### config.mk
export PLATFORM = sky130hd
export DESIGN_NAME = dram_bank_tracker_flat
export DESIGN_NICKNAME = d
export VERILOG_FILES = /design/src/logic/lpddr_bank_pkg.sv /design/src/logic/lpddr_link_if.sv /design/src/logic/dram_bank_tracker.sv /design/src/flat_wrapper.sv
export SDC_FILE = /design/constraint.sdc
export NUM_CORES = 1
export LEC_CHECK = 0
export ABC_AREA = 1
export BUFFER_PORTS_ARGS = -buffer_cell sky130_fd_sc_hd__buf_2
export CORE_MARGIN = 2
export CORE_UTILIZATION = 25
export DETAILED_ROUTE_END_ITERATION = 8
export GPL_ROUTABILITY_DRIVEN = 0
export PLACE_DENSITY_LB_ADDON = 0.25
export SLEW_MARGIN = 10
export SYNTH_ARGS = -nofsm -noshare
export SYNTH_HDL_FRONTEND = slang
export SYNTH_SLANG_ARGS = --single-unit
### constraint.sdc
create_clock -name clk_in -period 2.99 [get_ports clk_in]
set_input_delay 0.299 -clock clk_in [delete_from_list [all_inputs] [get_ports clk_in]]
set_output_delay 0.299 -clock clk_in [all_outputs]
set_load 0.03 [all_outputs]
### src/logic/lpddr_bank_pkg.sv
// shared constants and types for the bank command tracker and issuer
`default_nettype none
package lpddr_bank_pkg;

  // bank organisation
  localparam int BANKS = 8;
  localparam int BA_W  = 3;
  localparam int TMR_W = 8;
  localparam int FAW_SLOTS = 4;

  // local clock and link clock divider
  localparam int CLK_NS = 40;
  localparam int CK_DIV = 8;
  localparam int DIV_W  = 3;

  // least timings in ns, rounded up to clk cycles
  localparam int T_RCD_NS = 18;
  localparam int T_RP_NS  = 18;
  localparam int T_RRD_NS = 10;
  localparam int T_FAW_NS = 40;
  localparam int T_XP_NS  = 8;

  // timings in link clock periods
  localparam int BL_TCK    = 8;
  localparam int T_MRR_TCK = 8;
  localparam int T_MRW_TCK = 10;

  localparam logic [TMR_W-1:0] RCD_CYC =
    TMR_W'((T_RCD_NS + CLK_NS - 1) / CLK_NS);
  localparam logic [TMR_W-1:0] RP_CYC =
    TMR_W'((T_RP_NS + CLK_NS - 1) / CLK_NS);
  localparam logic [TMR_W-1:0] RRD_CYC =
    TMR_W'((T_RRD_NS + CLK_NS - 1) / CLK_NS);
  localparam logic [TMR_W-1:0] FAW_CYC =
    TMR_W'((T_FAW_NS + CLK_NS - 1) / CLK_NS);
  localparam logic [TMR_W-1:0] XP_CYC =
    TMR_W'((T_XP_NS + CLK_NS - 1) / CLK_NS);
  localparam logic [TMR_W-1:0] BURST_CYC = TMR_W'(BL_TCK * CK_DIV);
  localparam logic [TMR_W-1:0] MRR_CYC   = TMR_W'(T_MRR_TCK * CK_DIV);
  localparam logic [TMR_W-1:0] MRW_CYC   = TMR_W'(T_MRW_TCK * CK_DIV);

  // divider phases
  localparam logic [DIV_W-1:0] DIV_LAST = DIV_W'(CK_DIV - 1);
  localparam logic [DIV_W-1:0] DIV_HALF = DIV_W'(CK_DIV / 2);

  // commands on the link
  typedef enum logic [3:0] {
    CMD_NOP, CMD_ACT, CMD_RD, CMD_WR, CMD_MWR,
    CMD_PRE, CMD_PREA, CMD_MRR, CMD_MRW, CMD_REF
  } cmd_t;

  // per-bank state record
  typedef enum logic [3:0] {
    ST_IDLE, ST_ACTIVATING, ST_ACTIVE, ST_READING, ST_WRITING,
    ST_READ_AP, ST_WRITE_AP, ST_PRECHARGING,
    ST_MRR_IDLE, ST_MRR_ACTIVE, ST_MRW_IDLE
  } bank_state_t;

endpackage
`default_nettype wire

### src/logic/lpddr_link_if.sv
// command link between the issuing controller and the bank tracker
`timescale 1ns/10ps
`default_nettype none
interface lpddr_link_if;
  import lpddr_bank_pkg::*;
  logic             ck;
  logic             cke;
  cmd_t             cmd;
  logic [BA_W-1:0]  ba;
  logic             ap;
  modport ctrl (output ck, cke, cmd, ba, ap);
  modport dev  (input ck, cke, cmd, ba, ap);
endinterface
`default_nettype wire

### src/logic/dram_bank_tracker.sv
// device end: samples the link and keeps a state record per bank
`timescale 1ns/10ps
`default_nettype none
module dram_bank_tracker
  import lpddr_bank_pkg::*;
(
  // clock and reset
  input  wire logic   clk_in,
  input  wire logic   rst_in,
  // link from the controller
  lpddr_link_if.dev   link,
  // bank records and command results
  output var bank_state_t state_out [BANKS],
  output logic        taken_out,
  output logic        illegal_out
);

  // synchroniser stages and edge history
  logic             ck_s1_q, ck_s2_q, ck_s3_q;
  logic             cke_s1_q, cke_s2_q, ap_s1_q, ap_s2_q;
  cmd_t             cmd_s1_q, cmd_s2_q;
  logic [BA_W-1:0]  ba_s1_q, ba_s2_q;

  // command gating
  logic             cke_prev_q, cke_prev_d;
  logic [TMR_W-1:0] xp_q, xp_d;
  logic             edge_seen, cmd_ok, legal, go;
  logic             taken_q, taken_d, illegal_q, illegal_d;

  // activate spacing
  logic [TMR_W-1:0] rrd_q, rrd_d;
  logic [TMR_W-1:0] faw_q [FAW_SLOTS];
  logic [TMR_W-1:0] faw_d [FAW_SLOTS];
  logic             faw_ok, faw_put;

  // bank records
  bank_state_t      st_q [BANKS];
  bank_state_t      st_d [BANKS];
  logic [TMR_W-1:0] tmr_q [BANKS];
  logic [TMR_W-1:0] tmr_d [BANKS];
  bank_state_t      tgt;
  logic             any_rd, any_wr, any_mr, all_idle, all_pre_ok;

  assign taken_out = taken_q;
  assign illegal_out = illegal_q;

  // two flops on every link input, a third only for the clock edge
  always_ff @(posedge clk_in) begin
    if (rst_in) begin
      ck_s1_q <= 1'b0;
      ck_s2_q <= 1'b0;
      ck_s3_q <= 1'b0;
      cke_s1_q <= 1'b0;
      cke_s2_q <= 1'b0;
      ap_s1_q <= 1'b0;
      ap_s2_q <= 1'b0;
      cmd_s1_q <= CMD_NOP;
      cmd_s2_q <= CMD_NOP;
      ba_s1_q <= '0;
      ba_s2_q <= '0;
    end else begin
      ck_s1_q <= link.ck;
      ck_s2_q <= ck_s1_q;
      ck_s3_q <= ck_s2_q;
      cke_s1_q <= link.cke;
      cke_s2_q <= cke_s1_q;
      ap_s1_q <= link.ap;
      ap_s2_q <= ap_s1_q;
      cmd_s1_q <= link.cmd;
      cmd_s2_q <= cmd_s1_q;
      ba_s1_q <= link.ba;
      ba_s2_q <= ba_s1_q;
    end
  end

  // summaries over all bank records
  always_comb begin
    any_rd = 1'b0;
    any_wr = 1'b0;
    any_mr = 1'b0;
    all_idle = 1'b1;
    all_pre_ok = 1'b1;
    for (int i = 0; i < BANKS; i++) begin
      any_rd = any_rd | (st_q[i] inside {ST_READING, ST_READ_AP});
      any_wr = any_wr | (st_q[i] inside {ST_WRITING, ST_WRITE_AP});
      any_mr = any_mr | (st_q[i] inside {ST_MRR_IDLE, ST_MRR_ACTIVE,
                                         ST_MRW_IDLE});
      all_idle = all_idle & (st_q[i] == ST_IDLE);
      all_pre_ok = all_pre_ok & (st_q[i] inside {ST_IDLE, ST_ACTIVE,
                   ST_READING, ST_WRITING, ST_PRECHARGING});
    end
    faw_ok = 1'b0;
    for (int i = 0; i < FAW_SLOTS; i++) begin
      faw_ok = faw_ok | (faw_q[i] == '0);
    end
  end

  // sampling edge, cke gating and legality of the command
  always_comb begin
    edge_seen = ck_s2_q & ~ck_s3_q;
    cmd_ok = edge_seen & cke_prev_q & cke_s2_q & (xp_q == '0);
    cke_prev_d = edge_seen ? cke_s2_q : cke_prev_q;
    xp_d = ~cke_s2_q ? XP_CYC : (xp_q == '0 ? xp_q : xp_q - TMR_W'(1));
    tgt = st_q[ba_s2_q];
    legal = 1'b0; // anything not listed is refused
    unique case (cmd_s2_q)
      CMD_NOP: legal = 1'b1;
      CMD_ACT: legal = (tgt == ST_IDLE) & ~any_mr & (rrd_q == '0)
                       & faw_ok;
      CMD_RD: legal = (tgt inside {ST_ACTIVE, ST_READING})
                      & ~any_wr & ~any_mr;
      CMD_WR, CMD_MWR: legal = (tgt inside {ST_ACTIVE, ST_WRITING})
                               & ~any_rd & ~any_mr;
      CMD_PRE: legal = (tgt inside {ST_IDLE, ST_ACTIVE, ST_READING,
                        ST_WRITING, ST_PRECHARGING}) & ~any_mr;
      CMD_PREA: legal = all_pre_ok & ~any_mr;
      CMD_MRR: legal = (tgt inside {ST_IDLE, ST_ACTIVATING, ST_ACTIVE,
                        ST_PRECHARGING}) & ~any_rd & ~any_wr
                       & ~any_mr;
      CMD_MRW, CMD_REF: legal = all_idle;
      default: legal = 1'b0;
    endcase
    go = cmd_ok & legal;
    taken_d = go;
    illegal_d = cmd_ok & ~legal;
  end

  // row-to-row and four-activate window counters
  always_comb begin
    rrd_d = (rrd_q == '0) ? rrd_q : rrd_q - TMR_W'(1);
    if (go && cmd_s2_q == CMD_ACT) begin
      rrd_d = RRD_CYC;
    end
    faw_put = 1'b0;
    for (int i = 0; i < FAW_SLOTS; i++) begin
      faw_d[i] = (faw_q[i] == '0) ? faw_q[i] : faw_q[i] - TMR_W'(1);
      if (go && cmd_s2_q == CMD_ACT && !faw_put && faw_q[i] == '0) begin
        faw_d[i] = FAW_CYC;
        faw_put = 1'b1;
      end
    end
  end

  // gating, spacing and result registers
  always_ff @(posedge clk_in) begin
    if (rst_in) begin
      cke_prev_q <= 1'b0;
      xp_q <= '0;
      taken_q <= 1'b0;
      illegal_q <= 1'b0;
      rrd_q <= '0;
      for (int i = 0; i < FAW_SLOTS; i++) begin
        faw_q[i] <= '0;
      end
    end else begin
      cke_prev_q <= cke_prev_d;
      xp_q <= xp_d;
      taken_q <= taken_d;
      illegal_q <= illegal_d;
      rrd_q <= rrd_d;
      faw_q <= faw_d;
    end
  end

  // one state record and timer per bank
  for (genvar b = 0; b < BANKS; b++) begin : g_bank
    logic hit;

    // command to this bank first, otherwise timed settling
    always_comb begin
      hit = go & ((ba_s2_q == BA_W'(b)) |
                  (cmd_s2_q inside {CMD_PREA, CMD_MRW}));
      st_d[b] = st_q[b];
      tmr_d[b] = (tmr_q[b] == '0) ? tmr_q[b] : tmr_q[b] - TMR_W'(1);
      if (hit) begin
        unique case (cmd_s2_q)
          CMD_ACT: begin
            st_d[b] = ST_ACTIVATING;
            tmr_d[b] = RCD_CYC;
          end
          CMD_RD: begin
            st_d[b] = ap_s2_q ? ST_READ_AP : ST_READING;
            tmr_d[b] = BURST_CYC;
          end
          CMD_WR, CMD_MWR: begin
            st_d[b] = ap_s2_q ? ST_WRITE_AP : ST_WRITING;
            tmr_d[b] = BURST_CYC;
          end
          CMD_PRE, CMD_PREA: begin
            st_d[b] = ST_PRECHARGING;
            tmr_d[b] = RP_CYC;
          end
          CMD_MRR: begin
            // activating settles to active, precharging to idle
            st_d[b] = (st_q[b] inside {ST_ACTIVATING, ST_ACTIVE}) ?
                      ST_MRR_ACTIVE : ST_MRR_IDLE;
            tmr_d[b] = MRR_CYC;
          end
          CMD_MRW: begin
            st_d[b] = ST_MRW_IDLE;
            tmr_d[b] = MRW_CYC;
          end
          default: st_d[b] = st_q[b];
        endcase
      end else if (tmr_q[b] == '0) begin
        unique case (st_q[b])
          ST_ACTIVATING, ST_READING, ST_WRITING:
            st_d[b] = ST_ACTIVE;
          ST_MRR_ACTIVE: st_d[b] = ST_ACTIVE;
          ST_READ_AP, ST_WRITE_AP: begin
            st_d[b] = ST_PRECHARGING;
            tmr_d[b] = RP_CYC;
          end
          ST_PRECHARGING: st_d[b] = ST_IDLE;
          ST_MRR_IDLE: st_d[b] = ST_IDLE;
          ST_MRW_IDLE: st_d[b] = ST_IDLE;
          default: st_d[b] = st_q[b];
        endcase
      end
    end

    // record registers
    always_ff @(posedge clk_in) begin
      if (rst_in) begin
        st_q[b] <= ST_IDLE;
        tmr_q[b] <= '0;
      end else begin
        st_q[b] <= st_d[b];
        tmr_q[b] <= tmr_d[b];
      end
    end

    assign state_out[b] = st_q[b];
  end

endmodule
`default_nettype wire

### src/flat_wrapper.sv
// flat-port wrapper written by rule: the top's interface ports become plain ports
module dram_bank_tracker_flat import lpddr_bank_pkg::*;
  (clk_in, rst_in, state_out, taken_out, illegal_out, link_ck, link_cke, link_cmd, link_ba, link_ap);
  lpddr_link_if link_i ();
  input  wire logic clk_in;
  input  wire logic rst_in;
  output var bank_state_t state_out[BANKS];
  output logic taken_out;
  output logic illegal_out;
  input wire logic [$bits(link_i.ck)-1:0] link_ck;
  input wire logic [$bits(link_i.cke)-1:0] link_cke;
  input wire logic [$bits(link_i.cmd)-1:0] link_cmd;
  input wire logic [$bits(link_i.ba)-1:0] link_ba;
  input wire logic [$bits(link_i.ap)-1:0] link_ap;
  assign link_i.ck = link_ck;
  assign link_i.cke = link_cke;
  assign link_i.cmd = link_cmd;
  assign link_i.ba = link_ba;
  assign link_i.ap = link_ap;
  dram_bank_tracker u_core (.clk_in(clk_in), .rst_in(rst_in), .link(link_i), .state_out(state_out), .taken_out(taken_out), .illegal_out(illegal_out));
endmodule
==> results.sh, run 1 <==
export IMPL_syn_to_final_growth_pct=17.51
export IMPL_ios=46
export IMPL_status="completed"
export IMPL_io_buffers=45
export IMPL_track_usage=0.1424
export IMPL_cp_num_buf_inv=6
export IMPL_cp_required_ns=3.30
export IMPL_critPathMaxStageDelay_ns=0.39
export IMPL_path_delay_family="simple AND/OR/NAND/NOR gates"
export IMPL_synthSimpleGateAreaFrac=0.3571
export IMPL_critPathArrivalTime_ns=3.08
export IMPL_grt_pass1_wl_um=45950
export IMPL_rows=72
export IMPL_muxShareOfSynthArea=0
export IMPL_relSlewSlack=0.4089
export IMPL_grt_overflow_total=0
export IMPL_max_vdd_ir_drop_v=0.0004512
export IMPL_hold_viol=0
export IMPL_via_per_inst=4.502
export IMPL_clockBufferDepth=2
export IMPL_fin_crit_sh=0.9286
export IMPL_drtPass1Iterations=6
export IMPL_synth_net_count=1499
export IMPL_maxCapViolations=0
export IMPL_power_density_mw_per_mm2=804.5
export IMPL_ys_seq_elements=168
export IMPL_cts_buffers=17
export IMPL_yosys_cell_types_count=53
export IMPL_max_freq_mhz=360.2
export IMPL_final_util=0.2967
export IMPL_ant_nets=0
export IMPL_fin_nets=1583
export IMPL_core_area_mm2=0.03847
export IMPL_crit_chain="inv_1 -> nor2_4 -> nand2_4 -> inv_2 -> nor2_1 -> inv_4 -> nor2_4 -> inv_2 -> nor2_4 -> inv_2 -> nor2_2 -> inv_4 -> nand4_2 -> nand2_1 -> nand2_1 -> nand2_1 -> a21oi_1"
export IMPL_start_util=0.2525
export IMPL_rsz0062_at_grt="no"
export IMPL_synth_compound_area_frac=0.1074
export IMPL_drt_wl_total_um=28330
export IMPL_timing_rr_start="u_core.cmd_s2_q[2]$_SDFF_PP0_"
export IMPL_h_tree_depth=4
export IMPL_synthArstFlopShare=0
export IMPL_reg2reg_slack_ns=0.21
export IMPL_dpl_hpwl_um=21740
export IMPL_synthAdderAreaFrac=0.03220
export IMPL_dieHeight_um=201.1
export IMPL_place_inst=2043
export IMPL_synth_warning_count=0
export IMPL_cts_tree="done"
export IMPL_tightestPinTransition_ns=0.8786
export IMPL_min_to="u_core.cmd_s1_q[2]$_SDFF_PP0_"
export IMPL_die_w_um=201.1
export IMPL_criticalPathCategory="flop to flop"
export IMPL_skew_ns=0.01290
export IMPL_antennaDiodeCount=0
export IMPL_netlist_area_mm2=0.009713
export IMPL_vias=9350
export IMPL_hold_path_class="primary input to flop"
export IMPL_reg2reg_depth=17
export IMPL_synth_cells=1462
export IMPL_drt_iter0_markers=608
export IMPL_worst_r2r_endpoint="u_core.st_q[4][2]$_SDFFE_PP0P_"
export IMPL_grt_max_degree=39
export IMPL_root_buffer="clkbuf_16"
export IMPL_crit_path_top_delay_cell="dfxtp_1"
export IMPL_setup_viol_count_final=0
export IMPL_startpoint_type="flop"
export IMPL_p_leak_nw=5.505
export IMPL_period_needed_ns=2.776
export IMPL_synth_xor_area_share=0.06492
export IMPL_layout_cells_non_filler=2077
export IMPL_cts_sinks=168
export IMPL_drive_above_1_share=0.1244
export IMPL_min_from="link_cmd[2]"
export IMPL_end_kind="flop"
export IMPL_ys_flop_type="dfxtp_1"
export IMPL_first_global_vias=8825
export IMPL_drc=0
export IMPL_post_drt_wl_per_cell_um=13.64
export IMPL_clk_pin_slew_ns=0.07
export IMPL_hold_path_depth=3
export IMPL_dieArea_mm2=0.04045
export IMPL_synth_avg_cell_area_um2=6.644
export IMPL_synth_top_family_by_area="simple AND/OR/NAND/NOR gates"
export IMPL_cp_max_fo=9
export IMPL_synth_edf_count=0
export IMPL_clk_latency_ns=0.44
export IMPL_antenna_found_initial=0
export IMPL_drv_slew=0
export IMPL_synth_seq_area_share=0.3463
-- layout by cell type, fill, tap and decap left out, types with 8 or more instances in the layout --
cell type	n
nand2_2	12
nand4_1	19
dfxtp_2	14
or3_1	8
clkbuf_16	17
inv_2	9
buf_2	45
buf_4	39
a211oi_1	8
nor2_1	242
xor2_1	47
nor2_2	8
a21oi_1	71
a31oi_1	15
o21ai_1	8
inv_1	192
ha_1	25
nand3_1	76
dfxtp_1	154
xnor2_1	25
nand2_1	352
nor3_1	26
o21ai_0	49
-- cells by family after synthesis --
family | after synthesis
buffers and inverters | 225
adder cells (fa/ha/maj) | 25
XOR/XNOR | 72
AND/OR/NAND/NOR | 792
AO/OA/AOI/OAI | 180
flip-flops | 168
-- how the worst max path moves through the flow --
stage | depth (start not counted) | slack (ns) | to | startpoint
after floorplan | 20 | 0.67 | u_core.st_q[2][3]$_SDFFE_PP0P_ | u_core.st_q[0][1]$_SDFFE_PP0P_
after global placement | 15 | -0.25 | u_core.tmr_q[1][6]$_SDFF_PP0_ | u_core.cmd_s2_q[1]$_SDFF_PP0_
after detailed placement | 15 | -0.28 | u_core.tmr_q[1][28]$_SDFF_PP0_ | u_core.cmd_s2_q[1]$_SDFF_PP0_
after CTS | 17 | 0.04 | u_core.st_q[4][0]$_SDFFE_PP0P_ | u_core.cmd_s2_q[2]$_SDFF_PP0_
after global routing | 19 | 0.008 | u_core.st_q[6][1]$_SDFFE_PP0P_ | u_core.faw_q[16]$_SDFFE_PP0P_
final | 17 | 0.21 | u_core.st_q[4][2]$_SDFFE_PP0P_ | u_core.cmd_s2_q[2]$_SDFF_PP0_
-- final cells by class --
cell class / count / area (um2)
timing repair buffer: 85 / 538.0
fill: 4268 / 27050
inverter: 205 / 777.0
tap: 518 / 648.1
clock inverter: 14 / 135.1
sequential: 168 / 3381
multi-input combinational: 1069 / 5505
clock buffer: 18 / 429.2
-- Yosys cell counts (2+ instances only) --
cell type	count	area (um2)
buf_4	3	22.52
nand3_1	77	385.4
nand4_2	7	87.58
clkbuf_1	8	30.03
a211oi_1	8	60.06
o2111a_1	6	67.56
buf_1	2	7.510
nor3_1	26	130.1
buf_6	2	22.52
inv_1	192	720.7
o21ai_1	8	40.04
o32ai_1	3	26.28
nor2_2	3	18.77
nor3_2	2	20.02
a21oi_1	71	355.3
nand2_2	13	81.33
or3_1	8	50.05
or2_2	7	43.79
a31oi_1	15	93.84
nand4_1	19	118.9
buf_2	4	20.02
nand3_4	3	52.55
nand3b_1	7	52.55
nor2_4	2	22.52
xor2_1	47	411.6
o211ai_1	6	45.04
o21ai_0	49	245.2
nor2_1	248	930.9
dfxtp_1	168	3363
ha_1	25	312.8
xnor2_1	25	219.0
nor3b_1	4	30.03
nand3_2	4	40.04
nand2_1	352	1321
nor4_1	6	37.54
inv_2	11	41.29
a22oi_1	5	37.54
-- flip-flops by register name, summed over array words and instances, names as in the netlist, 3 cells and up --
signal,flops
u_core.tmr_q,64
u_core.faw_q,32
u_core.st_q,32
u_core.rrd_q,8
u_core.xp_q,8
u_core.cmd_s1_q,4
u_core.cmd_s2_q,4
u_core.ba_s1_q,3
u_core.ba_s2_q,3
-- through the flow --
| stage | hold WS, ns | worst slack, ns | TNS (ns) | power (mW) | area [um2] |
|---|---|---|---|---|---|
| finish | 0.05114 | 0.2136 | 0 | 9.182 | 11410 |
| global route | 0.03906 | 0.008159 | 0 | 10.06 | 11410 |
| CTS | 0.03828 | 0.04160 | 0 | 9.290 | 11350 |
| detailed placement | 0.3967 | -0.2777 | -15.08 | 7.043 | 10770 |
| global placement | 0.3993 | -0.2468 | -12.06 | 7.026 | 10770 |
| floorplan | 0.3883 | 0.6741 | 0 | 6.325 | 9713 |
-- layer usage --
layer | GRT usage | wire length (um)
met1 | 0.1848 | 13350
met2 | 0.2349 | 12790
met3 | 0.02721 | 1442
met4 | 0.05212 | 755
met5 | 0 | 0
-- worst reg2reg max path: cells and delay by family (launching register included) --
kind                   cells  cell delay, ns
and+or+nand+nor           10            1.21
buffers and inverters      6            1.00
DFF                        1            0.39
AOI/OAI and AO/OA          1            0.06
-- where the power goes --
group	total (mW)	internal [mW]	switching (mW)
registers	3.27	2.84	0.422
clock network	2.17	1.10	1.06
logic	3.75	1.56	2.18
total	9.18	5.51	3.67
-- what timing repair did --
| item | in CTS | in global routing |
|---|---|---|
| endpoints found under the setup margin | 86 | 94 |
| setup buffers | 2 | 0 |
| resized for setup | 1 | 27 |
| hold buffers | 0 | 0 |
| pin swaps | 2 | 0 |
Note: power is estimated with default switching activity, not from simulation.
==> run 2: changes to the inputs <==
Settings changed: CTS_BUF_LIST from default to sky130_fd_sc_hd__clkbuf_8 sky130_fd_sc_hd__clkbuf_16, MAX_ROUTING_LAYER from default to met4.
==> run 2 against run 1 <==
Effect of this change:
- sequential share of layout area is 0.052 points lower
- sequential cell count stayed put
- critical path depth is 2 lower
- global-route usage is 0.42 points higher
- power hardly changed
- first-iteration DRC count is 8.4% higher
- wire length is 0.30% higher
- via count is 0.39% higher
- critical endpoint is now u_core.tmr_q[0][4]$_SDFF_PP0_
- largest cell class unchanged
- largest power group unchanged
- highest routed layer unchanged
==> results.sh, run 2 (synthesis gave the netlist of run 1 again) <==
export IMPL_p_leak_nw=5.514
export IMPL_drt_wl_total_um=28420
export IMPL_drt_iter0_markers=659
export IMPL_core_area_mm2=0.03847
export IMPL_clk_latency_ns=0.45
export IMPL_final_cell_mix="nand2_1, nor2_1, inv_1, dfxtp_1, nand3_1"
export IMPL_maxCapViolations=0
export IMPL_vias=9386
export IMPL_end_kind="flop"
export IMPL_grt_max_degree=39
export IMPL_drtPass1Iterations=5
export IMPL_cp_max_fo=9
export IMPL_crit_chain="nand2_1 -> inv_2 -> nand2_4 -> inv_4 -> nor2_2 -> inv_4 -> nor2_4 -> inv_2 -> nor2_4 -> inv_2 -> nor2_2 -> inv_4 -> nand4_2 -> nand3_1 -> o21ai_0"
export IMPL_start_util=0.2525
export IMPL_finalSetupTns_ns=0
export IMPL_fin_nets=1585
export IMPL_drive_above_1_share=0.1268
export IMPL_track_usage=0.1467
export IMPL_clock_power_share=0.236
export IMPL_place_ws_ns=-0.2777
export IMPL_p_sw_frac=0.4001
export IMPL_final_common_cell="nand2_1"
export IMPL_io_buffers=45
export IMPL_antenna_found_initial=0
export IMPL_rsz0062_at_grt="yes"
export IMPL_root_buffer="clkbuf_16"
export IMPL_cts_tree="done"
export IMPL_reg_top3="u_core.tmr_q x64, u_core.faw_q x32, u_core.st_q x32"
export IMPL_dieHeight_um=201.1
export IMPL_fin_crit_sh=0.9425
export IMPL_cp_required_ns=3.36
export IMPL_die_w_um=201.1
export IMPL_rows=72
export IMPL_dieArea_mm2=0.04045
export IMPL_period_needed_ns=2.818
export IMPL_power_switching_mw=3.675
export IMPL_critPathArrivalTime_ns=3.19
export IMPL_drv_slew=0
export IMPL_power_frac_comb=0.408
export IMPL_dpl_hpwl_um=21740
export IMPL_ant_nets=0
export IMPL_drc=0
export IMPL_setup_viol_count_final=0
export IMPL_status="completed"
export IMPL_ios=46
export IMPL_clk_pin_slew_ns=0.08
export IMPL_cts_buffers=17
export IMPL_h_tree_depth=4
export IMPL_max_freq_mhz=354.9
export IMPL_hold_path_class="primary input to flop"
export IMPL_via_per_inst=4.515
export IMPL_setup_slack_ns=0.1720
export IMPL_relSlewSlack=0.4100
export IMPL_grt_overflow_total=0
export IMPL_cp_num_buf_inv=6
export IMPL_syn_to_final_growth_pct=17.71
export IMPL_criticalPathCategory="flop to flop"
export IMPL_grt_pass1_wl_um=45930
export IMPL_startpoint_type="flop"
export IMPL_post_drt_wl_per_cell_um=13.67
export IMPL_antennaDiodeCount=0
export IMPL_regMostFlops="u_core.tmr_q"
export IMPL_largest_register_ffs=64
export IMPL_power_density_mw_per_mm2=803.4
export IMPL_crit_path_top_delay_cell="dfxtp_1"
export IMPL_max_vdd_ir_drop_v=0.0004510
export IMPL_p_seq_frac=0.355
export IMPL_p_int_mw=5.510
export IMPL_first_global_vias=8796
export IMPL_skew_ns=0.01404
export IMPL_critPathMaxStageDelay_ns=0.39
export IMPL_path_delay_family="simple AND/OR/NAND/NOR gates"
export IMPL_cts_sinks=168
export IMPL_clockBufferDepth=2
export IMPL_postCtsHoldBufs=0
export IMPL_tightestPinTransition_ns=0.8770
export IMPL_hold_viol=0
run 2: cell count changes in the layout (fill, tap and decap cells not counted), sizes merged:
cell / previous run / this run
buf: 85 / 87
inv: 212 / 213
clkbuf: 18 / 17
run 2: area by class of cell:
class	instances	area (um2)
fillers	4266	27030
multi-input cells	1069	5508
flip-flops and latches	168	3381
inverters	205	779.5
well taps	518	648.1
repair buffers	87	553.0
clock buffers	17	425.4
clock inverters	15	138.9
run 2: routing by layer:
metal	vias to the layer above	track usage	part of all wire
met4	0	0.04735	0.023
met5	-	-	0
met3	35	0.02624	0.051
met1	4266	0.1863	0.47
met2	231	0.2359	0.45
li1	4854	-	-
run 2: stage by stage:
stage                     hold WS [ns]  power [mW]  cell area, um2  instances  utilization
after floorplan                 0.3883       6.325            9713       1462            -
after global placement          0.3993       7.026           10770       2043       0.2799
after detailed placement        0.3967       7.043           10770       2043       0.2799
after CTS                      0.03793       9.285           11340       2076       0.2949
after global routing           0.03921       10.06           11430       2079       0.2972
final                          0.05014       9.185           11430       2079       0.2972
run 2: tightest hold or removal path: stages:
cell	delay (ns)
buf_2	0.07
inv_1	0.03
nor2_1	0.06
run 2: worst paths after layout:
| path | cells past startpoint | endpoint | start | slack (ns) |
|---|---|---|---|---|
| setup / recovery | 15 | u_core.tmr_q[0][4]$_SDFF_PP0_ | u_core.cmd_s2_q[1]$_SDFF_PP0_ | 0.17 |
| hold / removal | 3 | u_core.cmd_s1_q[2]$_SDFF_PP0_ | link_cmd[2] | 0.05 |
| setup reg to reg | 15 | u_core.tmr_q[0][4]$_SDFF_PP0_ | u_core.cmd_s2_q[1]$_SDFF_PP0_ | 0.17 |
| hold reg to reg | 2 | u_core.cmd_s2_q[0]$_SDFF_PP0_ | u_core.cmd_s1_q[0]$_SDFF_PP0_ | 0.40 |
run 2: what timing repair did:
item / in CTS / in global routing
setup endpoints to repair: 86 / 96
gates resized for setup: 2 / 29
endpoints found under the hold margin: 0 / 0
buffers inserted: 1 / 3
pin swaps: 1 / 1
run 2: power by group through the flow:
stage               sequential, mW  clock [mW]  combinational [mW]
finish                        3.27        2.17                3.75
global route                  3.35        2.34                4.37
CTS                           3.27        2.24                3.77
detailed placement            3.31           0                3.74
global placement              3.31           0                3.71
floorplan                     3.21           0                3.11
==> run 3: changes to the inputs <==
Settings changed: CELL_PAD_IN_SITES_DETAIL_PLACEMENT from default to 1, CELL_PAD_IN_SITES_GLOBAL_PLACEMENT from default to 2.
==> run 3 against run 2 <==
Effect of this change:
- sequential cell count unchanged
- largest cell class unchanged
- wire length increased by 14%
- global-route usage is 2.3 points higher
- clock power grew 4%
- die area did not move
- first-iteration DRC count decreased by 46%
- clock skew decreased by 0.0014 ns
==> results.sh, run 3 (synthesis gave the netlist of run 1 again) <==
export IMPL_finalSetupTns_ns=0
export IMPL_regMostFlops="u_core.tmr_q"
export IMPL_final_cell_mix="nand2_1, nor2_1, inv_1, dfxtp_1, nand3_1"
export IMPL_grt_overflow_total=0
export IMPL_fin_nets=1610
export IMPL_reg_top3="u_core.tmr_q x64, u_core.faw_q x32, u_core.st_q x32"
export IMPL_reg2reg_slack_ns=0.26
export IMPL_final_common_cell="nand2_1"
export IMPL_via_per_inst=4.504
export IMPL_tightestPinTransition_ns=0.7527
export IMPL_finish_instance_area_mm2=0.01165
export IMPL_criticalPathCategory="flop to flop"
export IMPL_first_global_vias=9410
export IMPL_critPathArrivalTime_ns=3.08
export IMPL_clk_latency_ns=0.47
export IMPL_hold_viol=0
export IMPL_layout_cells_non_filler=2104
export IMPL_place_inst=2064
export IMPL_drv_slew=0
export IMPL_root_buffer="clkbuf_16"
export IMPL_dpl_hpwl_um=25590
export IMPL_core_area_mm2=0.03847
export IMPL_clockBufferDepth=2
export IMPL_post_drt_wl_per_cell_um=15.40
export IMPL_setup_slack_ns=0.2551
export IMPL_drive_above_1_share=0.1299
export IMPL_rsz0062_at_grt="no"
export IMPL_final_util=0.3030
export IMPL_startpoint_type="flop"
export IMPL_skew_ns=0.01261
export IMPL_cts_tree="done"
export IMPL_place_ws_ns=0.09696
export IMPL_fin_crit_sh=0.9147
export IMPL_start_util=0.2525
export IMPL_rows=72
export IMPL_cp_required_ns=3.33
export IMPL_power_density_mw_per_mm2=812.9
export IMPL_drc=0
export IMPL_grt_pass1_wl_um=51780
export IMPL_io_buffers=45
export IMPL_end_kind="flop"
export IMPL_cp_max_fo=11
export IMPL_min_from="link_cke"
export IMPL_worst_r2r_endpoint="u_core.st_q[2][3]$_SDFFE_PP0P_"
export IMPL_hold_path_class="primary input to flop"
export IMPL_clk_pin_slew_ns=0.07
export IMPL_relSlewSlack=0.4936
export IMPL_die_w_um=201.1
export IMPL_reg2reg_depth=20
export IMPL_min_to="u_core.cke_s1_q$_SDFF_PP0_"
export IMPL_max_freq_mhz=365.6
export IMPL_syn_to_final_growth_pct=19.98
export IMPL_maxCapViolations=0
export IMPL_track_usage=0.1697
export IMPL_status="completed"
export IMPL_max_vdd_ir_drop_v=0.0004218
export IMPL_vias=9477
export IMPL_grt_max_degree=44
export IMPL_dieHeight_um=201.1
export IMPL_dieArea_mm2=0.04045
export IMPL_post_dp_cell_area_mm2=0.01094
export IMPL_timing_rr_start="u_core.st_q[4][2]$_SDFFE_PP0P_"
export IMPL_setup_viol_count_final=0
export IMPL_period_needed_ns=2.735
export IMPL_largest_register_ffs=64
export IMPL_hold_ws_ns=0.03867
export IMPL_antennaDiodeCount=0
export IMPL_drtPass1Iterations=5
export IMPL_antenna_found_initial=0
export IMPL_cts_buffers=17
export IMPL_ant_nets=0
export IMPL_nFillCells=4873
export IMPL_cts_sinks=168
export IMPL_h_tree_depth=4
export IMPL_total_power_mw=9.473
export IMPL_drt_wl_total_um=32410
export IMPL_p_leak_nw=5.645
export IMPL_drt_iter0_markers=354
export IMPL_ios=46
export IMPL_hold_path_depth=3
## run 3: cell count changes in the layout (fill, tap and decap cells not counted), moves of 5 or more
| cell | before | now |
|---|---|---|
| dfxtp_2 | 14 | 6 |
| buf_4 | 41 | 58 |
| dfxtp_1 | 154 | 162 |
| nor2_1 | 239 | 245 |
| nor2_2 | 11 | 6 |
| dlygate4sd3_1 | 0 | 6 |
## run 3: critical path, cell delays in order (launching register included)
cell and delay (ns):
dfxtp_1 0.51, inv_1 0.12, o21ai_1 0.25, nand2_1 0.14, nand2_1 0.09, nand2_1 0.06
nand2_2 0.09, nand2_1 0.05, nand2_1 0.07, nand3_1 0.07, nand2_1 0.07, nand2_1 0.05
nand2_1 0.08, nand2_2 0.08, nand2_8 0.14, buf_12 0.15, nand4_2 0.16, nand2_1 0.17
nand2_1 0.11, nand2_1 0.07, a21oi_1 0.05
## run 3: layout make-up
type	instances	area [um2]	share of cell area
clock buffers	20	466.7	0.04005
clock inverters	12	127.6	0.01095
inverters	205	774.5	0.06646
multi-input cells	1069	5494	0.4714
flip-flops and latches	168	3371	0.2892
well taps	518	648.1	0.05562
repair buffers	112	772.0	0.06624
## run 3: timing repair
item / CTS / global route
resized for setup: 0 / 18
buffers inserted: 0 / 2
hold buffers: 6 / 0
endpoints found under the setup margin: 0 / 71
endpoints found under the hold margin: 6 / 0
## run 3: worst max path at each step
stage                                         from                        endpoint  slack [ns]  cells past startpoint
global placement     u_core.cmd_s2_q[1]$_SDFF_PP0_  u_core.tmr_q[1][28]$_SDFF_PP0_        0.13                     15
detailed placement   u_core.cmd_s2_q[1]$_SDFF_PP0_  u_core.tmr_q[1][28]$_SDFF_PP0_         0.1                     15
finish              u_core.st_q[4][2]$_SDFFE_PP0P_  u_core.st_q[2][3]$_SDFFE_PP0P_        0.26                     20
floorplan           u_core.st_q[0][1]$_SDFFE_PP0P_  u_core.st_q[2][3]$_SDFFE_PP0P_        0.67                     20
global route          u_core.ba_s2_q[0]$_SDFF_PP0_  u_core.st_q[0][1]$_SDFFE_PP0P_        0.01                     21
CTS                  u_core.cmd_s2_q[1]$_SDFF_PP0_  u_core.tmr_q[1][28]$_SDFF_PP0_        0.09                     15
## run 3: report_power, final
group	total (mW)	switching, mW	internal, mW
clock network	2.26	1.03	1.24
logic	3.93	2.29	1.64
registers	3.28	0.432	2.84
## run 3: layer usage
metal,vias up,global-route usage,wire length (um)
met3,35,0.02786,780
met2,95,0.2640,14650
li1,4884,-,-
met1,4463,0.2217,16300
met5,-,-,0
met4,0,0.06164,684
